--- config.mk ---
export PLATFORM = sky130hd
export DESIGN_NAME = asnu_alarm_unit
export DESIGN_NICKNAME = d
export VERILOG_FILES = /design/src/asnu_pkg.sv /design/src/asnu_alarm_unit.sv
export SDC_FILE = /design/constraint.sdc
export NUM_CORES = 1
export LEC_CHECK = 0
export BUFFER_PORTS_ARGS = -buffer_cell sky130_fd_sc_hd__buf_2
export CORE_UTILIZATION = 43
export DETAILED_ROUTE_END_ITERATION = 12
export PLACE_DENSITY = 0.62
export SLEW_MARGIN = 20
export SYNTH_ARGS = -nofsm -noshare
export SYNTH_HDL_FRONTEND = slang
export SYNTH_SLANG_ARGS = --single-unit
--- constraint.sdc ---
create_clock -name ref_clk -period 6.2 [get_ports ref_clk]
set_clock_uncertainty 0.05 [all_clocks]
set_input_delay 1.24 -clock ref_clk [delete_from_list [all_inputs] [get_ports ref_clk]]
set_output_delay 1.24 -clock ref_clk [all_outputs]
set_load 0.01 [all_outputs]
--- src/asnu_pkg.sv ---
// asnu_pkg: constants, types and address decode for the alarm unit
package asnu_pkg;

    ////////////////////////////////////////////////////////////////////////
    // clocking
    localparam int CLK_FREQ_HZ = 100_000_000;
    localparam int RC_FREQ_HZ = 4_000_000;
    localparam int RC_DIV = CLK_FREQ_HZ / RC_FREQ_HZ;
    localparam logic [4:0] RC_DIV_LAST = 5'(RC_DIV - 1);

    ////////////////////////////////////////////////////////////////////////
    // register map
    localparam logic [7:0] ADDR_PAGE_SEL = 8'hFF;
    localparam logic [7:0] ADDR_LO_STATUS = 8'h02;
    localparam logic [7:0] ADDR_LO_NOTIFY = 8'h03;
    localparam logic [7:0] ADDR_LO_MASK = 8'h04;
    localparam logic [7:0] ADDR_HI_STATUS = 8'h06;
    localparam logic [7:0] ADDR_HI_NOTIFY = 8'h07;
    localparam logic [7:0] ADDR_HI_MASK = 8'h08;
    localparam logic [7:0] PAGE_GENERIC = 8'h00;
    localparam logic [7:0] PAGE_MONITOR = 8'h01;
    localparam logic [7:0] PAGE_LOOP_A = 8'h0A;
    localparam logic [7:0] PAGE_LOOP_D = 8'h0D;

    localparam logic [7:0] PAGE_RESET = 8'h00;
    localparam logic [7:0] NOTIFY_RESET = 8'hFF;
    localparam logic [7:0] MASK_RESET = 8'hFF;
    localparam logic [7:0] RD_UNMAPPED = 8'h00;
    localparam int WR_DIR_BIT = 0;

    // groups: 0 xo, 1 loop lock/freeze, 2 input loss, 3 drift, 4..7 loops
    localparam int NUM_GRP = 8;
    localparam logic [2:0] GRP_LOOP_BASE = 3'h4;
    localparam int XO_LOSS_BIT = 2;
    localparam int FAST_LOCK_BIT = 1;
    localparam int HO_VALID_BIT = 2;
    localparam logic [7:0] XO_BITS = 8'h01 << XO_LOSS_BIT;
    localparam logic [7:0] LOOP_BITS =
        (8'h01 << FAST_LOCK_BIT) | (8'h01 << HO_VALID_BIT);
    localparam logic [NUM_GRP-1:0][7:0] GRP_IMPL = {
        LOOP_BITS, LOOP_BITS, LOOP_BITS, LOOP_BITS,
        8'hFF, 8'hFF, 8'hFF, XO_BITS};

    ////////////////////////////////////////////////////////////////////////
    // types
    typedef struct packed {
        logic crystal_osc_clock_loss;
        logic [3:0] loop_lock_loss;
        logic [3:0] loop_holdover_freeze;
        logic [3:0] ref_input_clock_loss;
        logic [3:0] ref_input_clock_loss_or_drift;
        logic [3:0] ref_input_frequency_drift_fine;
        logic [3:0] ref_input_frequency_drift_coarse;
        logic [3:0] loop_fast_lock;
        logic [3:0] loop_holdover_valid;
    } asnu_defects_t;

    // one host transaction: direction byte, address byte, data byte
    typedef struct packed {
        logic [7:0] dir;
        logic [7:0] addr;
        logic [7:0] data;
    } asnu_txn_t;

    typedef enum logic [1:0] {
        K_NONE, K_STATUS, K_NOTIFY, K_MASK
    } asnu_kind_t;

    typedef struct packed {
        asnu_kind_t kind;
        logic [2:0] grp;
    } asnu_hit_t;

    // maps page and address to a register group and kind
    function automatic asnu_hit_t asnu_decode(input logic [7:0] page,
                                              input logic [7:0] addr);
        asnu_hit_t h;
        logic hi;
        logic [7:0] loop_idx;
        h.kind = K_NONE;
        h.grp = 3'h0;
        hi = (addr >= ADDR_HI_STATUS);
        loop_idx = page - PAGE_LOOP_A;
        case (addr)
            ADDR_LO_STATUS, ADDR_HI_STATUS: h.kind = K_STATUS;
            ADDR_LO_NOTIFY, ADDR_HI_NOTIFY: h.kind = K_NOTIFY;
            ADDR_LO_MASK, ADDR_HI_MASK: h.kind = K_MASK;
            default: h.kind = K_NONE;
        endcase
        if (page == PAGE_GENERIC) begin
            h.grp = hi ? 3'h1 : 3'h0;
        end else if (page == PAGE_MONITOR) begin
            h.grp = hi ? 3'h3 : 3'h2;
        end else if (page >= PAGE_LOOP_A && page <= PAGE_LOOP_D && hi) begin
            h.grp = GRP_LOOP_BASE + {1'b0, loop_idx[1:0]};
        end else begin
            h.kind = K_NONE;
        end
        return h;
    endfunction : asnu_decode

endpackage : asnu_pkg
--- src/asnu_alarm_unit.sv ---
// asnu_alarm_unit: live status, sticky notify, mask and alarm pin logic
`timescale 1ns/1ns
module asnu_alarm_unit
    import asnu_pkg::*;
(
    input wire logic ref_clk, // 100 MHz clock
    input wire logic rst, // synchronous reset, active high
    input wire asnu_defects_t defects_in, // raw defect levels, async
    input wire logic host_req, // one-cycle transaction strobe
    input wire asnu_txn_t host_txn, // direction, address, data
    input wire logic [NUM_GRP-1:0][7:0] alarm_sel, // notifies on pin
    output logic [7:0] rd_data, // read answer byte
    output logic rd_valid, // one-cycle read answer strobe
    output logic alarm_n // alarm pin, active low
);

    ////////////////////////////////////////////////////////////////////////
    // state
    logic [NUM_GRP-1:0][7:0] raw_status;
    logic [NUM_GRP-1:0][7:0] sync1_r, sync1_nxt;
    logic [NUM_GRP-1:0][7:0] sync2_r, sync2_nxt;
    logic [NUM_GRP-1:0][7:0] prev_r, prev_nxt;
    logic [NUM_GRP-1:0][7:0] notify_r, notify_nxt;
    logic [NUM_GRP-1:0][7:0] mask_r, mask_nxt;
    logic [NUM_GRP-1:0][7:0] set_vec, clr_vec;
    logic [7:0] page_r, page_nxt;
    logic [4:0] div_r, div_nxt;
    logic tick_r, tick_nxt;
    logic [7:0] rd_data_r, rd_data_nxt;
    logic rd_valid_r, rd_valid_nxt;
    logic alarm_n_r, alarm_n_nxt;
    logic wr_en, rd_en;
    asnu_hit_t hit;
    logic [7:0] rd_value;

    ////////////////////////////////////////////////////////////////////////
    // defect inputs placed at their register bit positions
    always_comb begin
        raw_status = '0;
        raw_status[0][XO_LOSS_BIT] = defects_in.crystal_osc_clock_loss;
        raw_status[1] = {defects_in.loop_holdover_freeze,
                         defects_in.loop_lock_loss};
        raw_status[2] = {defects_in.ref_input_clock_loss_or_drift,
                         defects_in.ref_input_clock_loss};
        raw_status[3] = {defects_in.ref_input_frequency_drift_coarse,
                         defects_in.ref_input_frequency_drift_fine};
        for (int i = 0; i < 4; i++) begin
            raw_status[4 + i][FAST_LOCK_BIT] =
                defects_in.loop_fast_lock[i];
            raw_status[4 + i][HO_VALID_BIT] =
                defects_in.loop_holdover_valid[i];
        end
    end

    ////////////////////////////////////////////////////////////////////////
    // next-state logic
    always_comb begin
        wr_en = host_req && host_txn.dir[WR_DIR_BIT];
        rd_en = host_req && !host_txn.dir[WR_DIR_BIT];
        hit = asnu_decode(page_r, host_txn.addr);

        // two stages before anything looks at a defect
        sync1_nxt = raw_status;
        sync2_nxt = sync1_r;

        // divider standing in for the 4 MHz oscillator rate
        div_nxt = (div_r == RC_DIV_LAST) ? 5'h00 : div_r + 5'h01;
        tick_nxt = (div_r == RC_DIV_LAST);

        // edges are only judged on the slow tick, so a pulse shorter
        // than one tick period may be missed
        prev_nxt = tick_r ? sync2_r : prev_r;

        mask_nxt = mask_r;
        for (int g = 0; g < NUM_GRP; g++) begin
            set_vec[g] = '0;
            clr_vec[g] = '0;
            if (tick_r) begin
                set_vec[g] = sync2_r[g] & ~prev_r[g] & mask_r[g]
                           & GRP_IMPL[g];
            end
            if (wr_en && hit.kind == K_NOTIFY && hit.grp == 3'(g)) begin
                clr_vec[g] = host_txn.data;
            end
            if (wr_en && hit.kind == K_MASK && hit.grp == 3'(g)) begin
                mask_nxt[g] = host_txn.data;
            end
            // set is or-ed in last so a coincident clear loses
            notify_nxt[g] = (notify_r[g] & ~clr_vec[g])
                          | set_vec[g];
        end

        page_nxt = page_r;
        if (wr_en && host_txn.addr == ADDR_PAGE_SEL) begin
            page_nxt = host_txn.data;
        end

        // read mux; status is the synchronised live level
        rd_value = RD_UNMAPPED;
        if (host_txn.addr == ADDR_PAGE_SEL) begin
            rd_value = page_r;
        end else begin
            case (hit.kind)
                K_STATUS: rd_value = sync2_r[hit.grp]
                                   & GRP_IMPL[hit.grp];
                K_NOTIFY: rd_value = notify_r[hit.grp];
                K_MASK: rd_value = mask_r[hit.grp];
                default: rd_value = RD_UNMAPPED;
            endcase
        end
        rd_data_nxt = rd_en ? rd_value : rd_data_r;
        rd_valid_nxt = rd_en;

        // pin is the nor of the selected notifies
        alarm_n_nxt = ~|(notify_r & alarm_sel);
    end

    ////////////////////////////////////////////////////////////////////////
    // registers
    always_ff @(posedge ref_clk) begin
        if (rst) begin
            sync1_r <= '0;
            sync2_r <= '0;
            prev_r <= '0;
            notify_r <= {NUM_GRP{NOTIFY_RESET}};
            mask_r <= {NUM_GRP{MASK_RESET}};
            page_r <= PAGE_RESET;
            div_r <= 5'h00;
            tick_r <= 1'b0;
            rd_data_r <= RD_UNMAPPED;
            rd_valid_r <= 1'b0;
            alarm_n_r <= 1'b1;
        end else begin
            sync1_r <= sync1_nxt;
            sync2_r <= sync2_nxt;
            prev_r <= prev_nxt;
            notify_r <= notify_nxt;
            mask_r <= mask_nxt;
            page_r <= page_nxt;
            div_r <= div_nxt;
            tick_r <= tick_nxt;
            rd_data_r <= rd_data_nxt;
            rd_valid_r <= rd_valid_nxt;
            alarm_n_r <= alarm_n_nxt;
        end
    end

    assign rd_data = rd_data_r;
    assign rd_valid = rd_valid_r;
    assign alarm_n = alarm_n_r;

    ////////////////////////////////////////////////////////////////////////
    // checks

    a_notify_sets: assert property (
        @(posedge ref_clk) disable iff (rst)
        (set_vec != '0) |=> ((notify_r & $past(set_vec)) == $past(set_vec))
    ) else $error("notify did not set on a status rising edge");

    a_mask_gates_set: assert property (
        @(posedge ref_clk) disable iff (rst)
        ##1 ((notify_r & ~$past(notify_r) & ~$past(sync2_r & ~prev_r
              & mask_r)) == '0)
    ) else $error("notify rose without a masked-in status edge");

    a_notify_holds: assert property (
        @(posedge ref_clk) disable iff (rst)
        ##1 (($past(notify_r) & ~notify_r & ~$past(clr_vec)) == '0)
    ) else $error("notify fell without a clearing write");

    a_clear_works: assert property (
        @(posedge ref_clk) disable iff (rst)
        (clr_vec != '0) |=> ((notify_r & $past(clr_vec & ~set_vec)) == '0)
    ) else $error("write of one did not clear the notify");

    a_set_beats_clear: assert property (
        @(posedge ref_clk) disable iff (rst)
        ((set_vec & clr_vec) != '0)
            |=> ((notify_r & $past(set_vec & clr_vec))
                 == $past(set_vec & clr_vec))
    ) else $error("clearing write swallowed a coincident edge");

    a_reset_values: assert property (
        @(posedge ref_clk)
        $past(rst) && !rst |-> (notify_r == {NUM_GRP{NOTIFY_RESET}})
            && (mask_r == {NUM_GRP{MASK_RESET}})
    ) else $error("notify or mask not all ones after reset");

    a_tick_period: assert property (
        @(posedge ref_clk) disable iff (rst)
        tick_r |=> !tick_r [*8] ##17 tick_r
    ) else $error("slow tick period is not 25 cycles");

    a_no_set_off_tick: assert property (
        @(posedge ref_clk) disable iff (rst)
        !tick_r |=> ((notify_r & ~$past(notify_r)) == '0)
    ) else $error("notify set between slow ticks");

    a_alarm_low: assert property (
        @(posedge ref_clk) disable iff (rst)
        (|(notify_r & alarm_sel)) |=> !alarm_n_r
    ) else $error("alarm pin high with a selected notify set");

    a_alarm_high: assert property (
        @(posedge ref_clk) disable iff (rst)
        !(|(notify_r & alarm_sel)) |=> alarm_n_r
    ) else $error("alarm pin low with no selected notify");

    a_page_written: assert property (
        @(posedge ref_clk) disable iff (rst)
        wr_en && host_txn.addr == ADDR_PAGE_SEL
            |=> page_r == $past(host_txn.data)
    ) else $error("page select write not taken");

    a_page_persists: assert property (
        @(posedge ref_clk) disable iff (rst)
        !(wr_en && host_txn.addr == ADDR_PAGE_SEL) |=> $stable(page_r)
    ) else $error("page changed without a page select write");

    a_read_answer: assert property (
        @(posedge ref_clk) disable iff (rst)
        rd_en |=> rd_valid_r ##1 !rd_valid_r || $past(rd_en)
    ) else $error("read answer strobe wrong");

    a_status_live: assert property (
        @(posedge ref_clk) disable iff (rst)
        rd_en && hit.kind == K_STATUS && host_txn.addr != ADDR_PAGE_SEL
            |=> rd_data_r == $past(sync2_r[hit.grp] & GRP_IMPL[hit.grp])
    ) else $error("status read is not the live level");

endmodule : asnu_alarm_unit

After elaboration in Yosys (flattened, before gate mapping)
Memory sizes are Yosys's and may differ from the RTL's.
Index checks and enable logic that the tools add are counted.
{"block": "classes", "n_addsub": 3, "order_cmp": 4, "eq_ne": 19, "mux": 34, "bitwise": 50, "n_reduce_logical": 32}
{"op": "2-to-1 mux 8 bit", "count": 16}
{"op": "bitwise AND 8 bit", "count": 15}
{"op": "inverter 8 bit", "count": 11}
{"op": "binary-select mux 8 bit (select 3 bit)", "count": 3}
{"op": "bitwise AND 64 bit", "count": 1}
{"op": "bitwise OR 8 bit", "count": 8}
{"op": "OR reduction 64 bit", "count": 1}
{"op": "bitwise AND 3 bit", "count": 10}
{"op": "equality test 8 x 3 -> 1 bit (second input constant)", "count": 3}
{"op": "2-to-1 mux 3 bit", "count": 8}
{"op": "case mux 8 bit (3 select lines)", "count": 1}
{"op": "logical AND 1 bit", "count": 23}
{"op": "equality test 8 x 2 -> 1 bit (second input constant)", "count": 2}
{"op": "inverter 3 bit", "count": 5}
{"op": "equality test 3 bit (second input constant)", "count": 4}
{"op": "equality test 8 x 1 -> 1 bit (second input constant)", "count": 1}
{"op": "equality test 8 x 4 -> 1 bit (second input constant)", "count": 1}
{"op": "equality test 8 bit (second input constant)", "count": 1}
{"op": "greater-or-equal comparator 8 x 3 -> 1 bit (second input constant)", "count": 1}
{"op": "greater-or-equal comparator 8 x 4 -> 1 bit (second input constant)", "count": 1}
{"op": "<= comparator 8 x 4 -> 1 bit (second input constant)", "count": 1}
{"op": "zero test 8 bit", "count": 1}
{"op": "OR reduction 2 bit", "count": 4}
{"op": "equality test 3 x 2 -> 1 bit (second input constant)", "count": 2}
{"op": "13 further kinds", "count": 18}
{"block": "totals", "ff_bits": 319, "romBits": 64, "input_bits": 124, "out_inout_bits": 10, "word_cells": 194, "n_memories": 1}
{"memory": "(name not given)", "depth": 8, "word_bits": 8, "rd": 1, "rd_ports_with_merged_regs": 0, "write_ports": 0, "line": "asnu_alarm_unit.sv:105", "text": "& GRP_IMPL[hit.grp];"}

Logic depth before layout (Yosys ltp)
{"block": "logic_depth", "word_depth": 13, "ltp_mapped": 10, "depth_no_buf": 7}

Worst setup path before layout
Ideal clock, no wire load.
{"block": "synth_timing", "path_kind": "in2reg", "startpoint": "input host_txn[12] in the netlist's numbering", "endpoint": "register mask_r[38] in the netlist's numbering", "setup_time_ns": 0.120, "arrival_ns": 3.401, "t_required_ns": 6.030, "slack_ns": 2.629, "stages": 10, "path_buffers": 3, "cell_sequence": "or4_4 -> buf_6 -> or3_1 -> buf_2 -> nor4_4 -> nand2_4 -> nor2_8 -> buf_8 -> nor2b_1 -> a211o_1"}
{"block": "synth_via", "elab_chain_cells": 9, "word_cells_on_any_way": 24, "cone_classes": "order compare (1); eq/ne (8); mux (9); reduce/logical (6)"}
{"element": "start: declaration", "line": "asnu_alarm_unit.sv:10", "text": "input wire asnu_txn_t host_txn,"}
{"element": "equality test 8 x 3 -> 1 bit (tied with other cells)", "line": "asnu_pkg.sv:84", "text": "case (addr)"}
{"element": "OR reduction 2 bit", "line": "asnu_pkg.sv:84"}
{"element": "case mux 2 bit (3 select lines)", "line": "asnu_pkg.sv:84"}
{"element": "2-to-1 mux 2 bit", "line": "asnu_pkg.sv:94", "text": "end else if (page >= PAGE_LOOP_A && page <= PAGE_LOOP_D && hi) begin"}
{"element": "2-to-1 mux 2 bit", "line": "asnu_pkg.sv:92", "text": "end else if (page == PAGE_MONITOR) begin"}
{"element": "2-to-1 mux 2 bit", "line": "asnu_pkg.sv:90", "text": "if (page == PAGE_GENERIC) begin"}
{"element": "equality test 2 bit", "line": "asnu_alarm_unit.sv:85", "text": "if (wr_en && hit.kind == K_MASK && hit.grp == 3'(g)) begin"}
{"element": "logical AND 1 bit", "line": "asnu_alarm_unit.sv:85"}
{"element": "logical AND 1 bit *", "line": "asnu_alarm_unit.sv:85"}
{"element": "end signal: assignment", "line": "asnu_alarm_unit.sv:126", "text": "mask_r <= {NUM_GRP{MASK_RESET}};"}
{"element": "end signal: assignment", "line": "asnu_alarm_unit.sv:138", "text": "mask_r <= mask_nxt;"}
{"element": "end: declaration", "line": "asnu_alarm_unit.sv:24", "text": "logic [NUM_GRP-1:0][7:0] mask_r, mask_nxt;"}
Every way passes the cells marked *; elsewhere a longest branch is shown, timed or not.
A chain may end at the register's enable or synchronous reset.

Worst setup path in the final report
{"block": "layout_timing", "startpoint": "input host_txn[12] in the netlist's numbering", "endpoint": "register rd_data_r[4] (netlist: rd_data[4])"}
{"block": "layout_via", "elab_chain_cells": 10, "word_cells_on_any_way": 35, "cone_classes": "order compare (1); eq/ne (10); mux (18); bitwise (1); reduce/logical (4); memory (1)"}
{"element": "greater-or-equal comparator 8 x 3 -> 1 bit", "line": "asnu_pkg.sv:82", "text": "hi = (addr >= ADDR_HI_STATUS);"}
{"element": "logical AND 1 bit", "line": "asnu_pkg.sv:94"}
{"element": "2-to-1 mux 3 bit", "line": "asnu_pkg.sv:94"}
{"element": "2-to-1 mux 3 bit", "line": "asnu_pkg.sv:92"}
{"element": "2-to-1 mux 3 bit", "line": "asnu_pkg.sv:90"}
{"element": "memory (8 x 8 bit) / binary-select mux 8 bit (select 3 bit) (equally long branches)"}
{"element": "2-to-1 mux 8 bit (on tied branches)", "line": "asnu_alarm_unit.sv:105, asnu_alarm_unit.sv:104"}
{"element": "bitwise AND 8 bit", "line": "asnu_alarm_unit.sv:105"}
{"element": "case mux 8 bit (3 select lines)", "line": "asnu_alarm_unit.sv:103", "text": "case (hit.kind)"}
{"element": "2-to-1 mux 8 bit *", "line": "asnu_alarm_unit.sv:100", "text": "if (host_txn.addr == ADDR_PAGE_SEL) begin"}
{"element": "end signal: assignment", "line": "asnu_alarm_unit.sv:142", "text": "rd_data_r <= rd_data_nxt;"}
{"element": "end: declaration", "line": "asnu_alarm_unit.sv:29", "text": "logic [7:0] rd_data_r, rd_data_nxt;"}
Every way passes the cells marked *; elsewhere a longest branch is shown, timed or not. The select of a mux whose other input is x is not followed.

==> out/results.txt <==
number of global-route vias before repair: 8793
pwr/cell area: 266.8 mW/mm^2
RSZ-0062 raised after global routing: false
synth top area cells: dfxtp_1 46%, nor2b_1 6.0%, a211o_1 5.8%, nand2_1 5.0%, mux2i_1 4.4%
Root Driver: clkbuf_16
largest net degree at the start of global routing: 136
worst r2r src: page_r[3]
Synth Area in XOR/XNOR: 0.3990%
post-synthesis cell type count: 73
Avg Cell Area, Syn: 9.365 sq um
number of diodes: 0
Hold Path Class: flip-flop to flip-flop
combinational family with the most area after synthesis: simple AND/OR/NAND/NOR gates
Worst Hold Endpoint: sync2_r[58]
HP Start: sync1_r[58]
layout cells sized above 1: 16.05%
final setup TNS: 0 ps
simple-gate share of the synthesized area: 25.01%
synthesized area: 0.01098 sq mm
Max Freq: 250.9 MHz
Initial DRC Count: 1032
minimum clock period: 3985 ps
Max VDD drop: 0.1874 mV
clock-pin transition on the worst setup and hold timing paths: 60 ps
reg2reg setup slack: 2560 ps
Yosys Warn Count: 0
area delta synth->final: 14.98%
Detail Route Antenna Nets: 0
row count: 58
Slew @ Worst Pin: 1108 ps
Post-CTS Setup Repair Bufs: 0
Yosys top cell area share: 45.78%
ratio of final minimum period to clock period: 64.28%
first-pass GRT wire length: 54830 um
Global Route Usage Sum: 27.97%
worst skew pair latency: 550 ps
Top-Level Pins: 134
Die Height: 161.8 um
total vias in the final route: 9632
flops & latches, synth: 251
WL/cell: 22.96 um
RR Endpoint: rd_data[4]
First-pass DRT Iterations: 6
CTS buffer count: 27
GPL Wtd Cong: 0.9384
TritonCTS clock tree: yes
GRT overflow: 0
post-synthesis mux area share: 4.583%
CTS resizes: 0
Die X: 161.8 um
IO Port Bufs: 126
Final #Nets: 1387
relative slew slack: 25.47%
Worst setup EP type: flip-flop
crit path kind: primary input to flip-flop
post-synthesis compound-gate area fraction: 20.22%
Synthesized Nets: 1298
number of H-tree levels: 1
initial core utilization: 43.71%
total routed wirelength: 36890 um
Post-CTS Hold Buffers: 0
Max-Cap Viols: 0
hold-critical path depth: 1
core footprint: 0.02511 sq mm
# setup viols final: 0
# clock sinks: 251
initial antenna violation count: 1
Synth Flop Type: dfxtp_1
Synth area leader: dfxtp_1
number of synthesized flops with an enable pin: 0
asr flop ratio synth: 0%
worst reg-to-reg path cell count: 8
Die ar.: 0.02617 sq mm
status: finished clean
slowest CP cell: o211ai_1
Core Util, Final: 50.26%
crit-path cells: buf_2 > or4_4 > o211ai_1 > and2_0 > buf_4 > a211oi_1 > o32ai_1 > a211oi_1 > o31ai_1
post-DR vias/cell: 5.994
slowest cell delay on critical path: 750 ps
Setup crit start kind: primary input
arrival time at the worst endpoint: 4400 ps
Final Hold Violating Endpoints: 0
Leakage: 4.760 nW
CTS max path bufs: 3
post-synthesis adder-cell area fraction: 0.2280%
most used cell, CP: a211oi_1
Crit Path Max Fanout: 10
CP required: 6610 ps
Slew Limit Fails: 0
sequential element share of the synthesized area: 45.78%
drt drc: 0
Synth Instances: 1172
hpwl dp: 25940 um
-- area by class of cell --
cell class,count,area (sq um)
fillers,2450,12490
multi-input cells,831,5540
flip-flops and latches,251,5026
clock buffers,38,767.0
repair buffers,141,762.0
well taps,330,412.9
clock inverters,7,77.57
inverters,9,33.78
-- cells in the mapped netlist (3+ instances only) --
library cell / count
nor2_8: 4
dfxtp_1: 251
a311oi_1: 6
clkbuf_1: 57
nor2_1: 87
buf_2: 12
buf_1: 4
inv_1: 9
o21ai_0: 26
nor3_1: 8
a21o_1: 37
and2_1: 3
a22o_1: 16
nand2_1: 145
nor4b_1: 5
o221ai_1: 14
o2111ai_1: 7
nand2b_1: 5
a31oi_1: 4
nor4_1: 6
a221oi_1: 18
a21boi_0: 4
a221o_1: 5
nand3_1: 15
xor2_1: 3
or2_2: 4
buf_8: 4
nand3b_1: 25
nand4_1: 6
mux2i_1: 48
o2111a_1: 3
a211o_1: 73
nor4_2: 3
and3_1: 8
and4b_1: 33
a21oi_1: 16
or3_1: 14
o22ai_1: 14
a211oi_1: 15
o31ai_1: 4
o21bai_1: 4
nor2b_1: 106
-- where the power goes --
part	internal (W)	switching, W	total (W)
Sequential	0.00164	0.0000168	0.00166
Combinational	0.0000652	0.000101	0.000166
Clock	0.000900	0.000646	0.00155
Total	0.00260	0.000764	0.00337
-- stage by stage --
step                      total power (W)  area, sq um  setup WS (ps)  std cells  hold slack [ps]
after CTS                        0.003391        12620           2348       1607            386.2
final                            0.003367        12620           2215       1607            384.6
after global routing             0.003470        12620           2151       1607            406.4
after floorplan                  0.001771        10980           2629       1172            363.8
after detailed placement         0.001854        11780           1789       1562            370.4
after global placement           0.001853        11780           1850       1562            367.9
-- how the worst max path moves through the flow --
stage	start	to	slack [ps]	depth (start not counted)
floorplan	host_txn[12]	mask_r[38]	2630	10
global placement	host_txn[12]	rd_data[0]	1850	8
detailed placement	host_txn[12]	rd_data[4]	1790	9
CTS	host_txn[12]	rd_data[4]	2350	9
global route	host_txn[12]	rd_data[4]	2150	9
finish	host_txn[12]	rd_data[4]	2210	9
-- placed cells by master (no fill, tap or decap), drive strengths merged, types with 10 or more instances in the layout --
| cell | instances |
|---|---|
| a211o | 73 |
| nor4 | 10 |
| inv | 10 |
| o21ai | 28 |
| nor2 | 93 |
| dfxtp | 251 |
| buf | 141 |
| nand2 | 146 |
| a21oi | 16 |
| nand3b | 25 |
| a221oi | 18 |
| mux2i | 48 |
| clkbuf | 38 |
| a21o | 37 |
| a211oi | 15 |
| o221ai | 14 |
| and4b | 33 |
| or3 | 14 |
| nor2b | 106 |
| nand3 | 15 |
| o22ai | 14 |
| a22o | 16 |
-- registers in the layout, indices dropped and copies added (netlist names) --
signal / count
alarm_n: 1
div_r: 5
mask_r: 64
notify_r: 64
page_r: 8
prev_r: 33
rd_data: 8
rd_valid: 1
sync1_r: 33
sync2_r: 33
tick_r: 1
-- critical path, delay by kind of cell --
kind                   cells  cell delay [ps]
AO/OA/AOI/OAI              5             1620
buffers and inverters      2              380
AND/OR/NAND/NOR            2             1140
-- metal layers --
metal | GRT usage, % | wire length, um | up-vias
met4 | 11.02 | 1596 | 2
li1 | - | - | 4457
met1 | 39.23 | 16290 | 4626
met3 | 6.103 | 3331 | 99
met5 | 0 | 13 | -
met2 | 41.57 | 15650 | 448
-- logic make-up after synthesis --
family                     count (synthesis)
xor gates and xnor gates                   5
muxes                                     50
AOI/OAI and AO/OA                        284
DFF                                      251
buffers and inverters                     90
and+or+nand+nor                          490
adders and majority gates                  2
No activity file was read; power rests on OpenSTA's default activity.
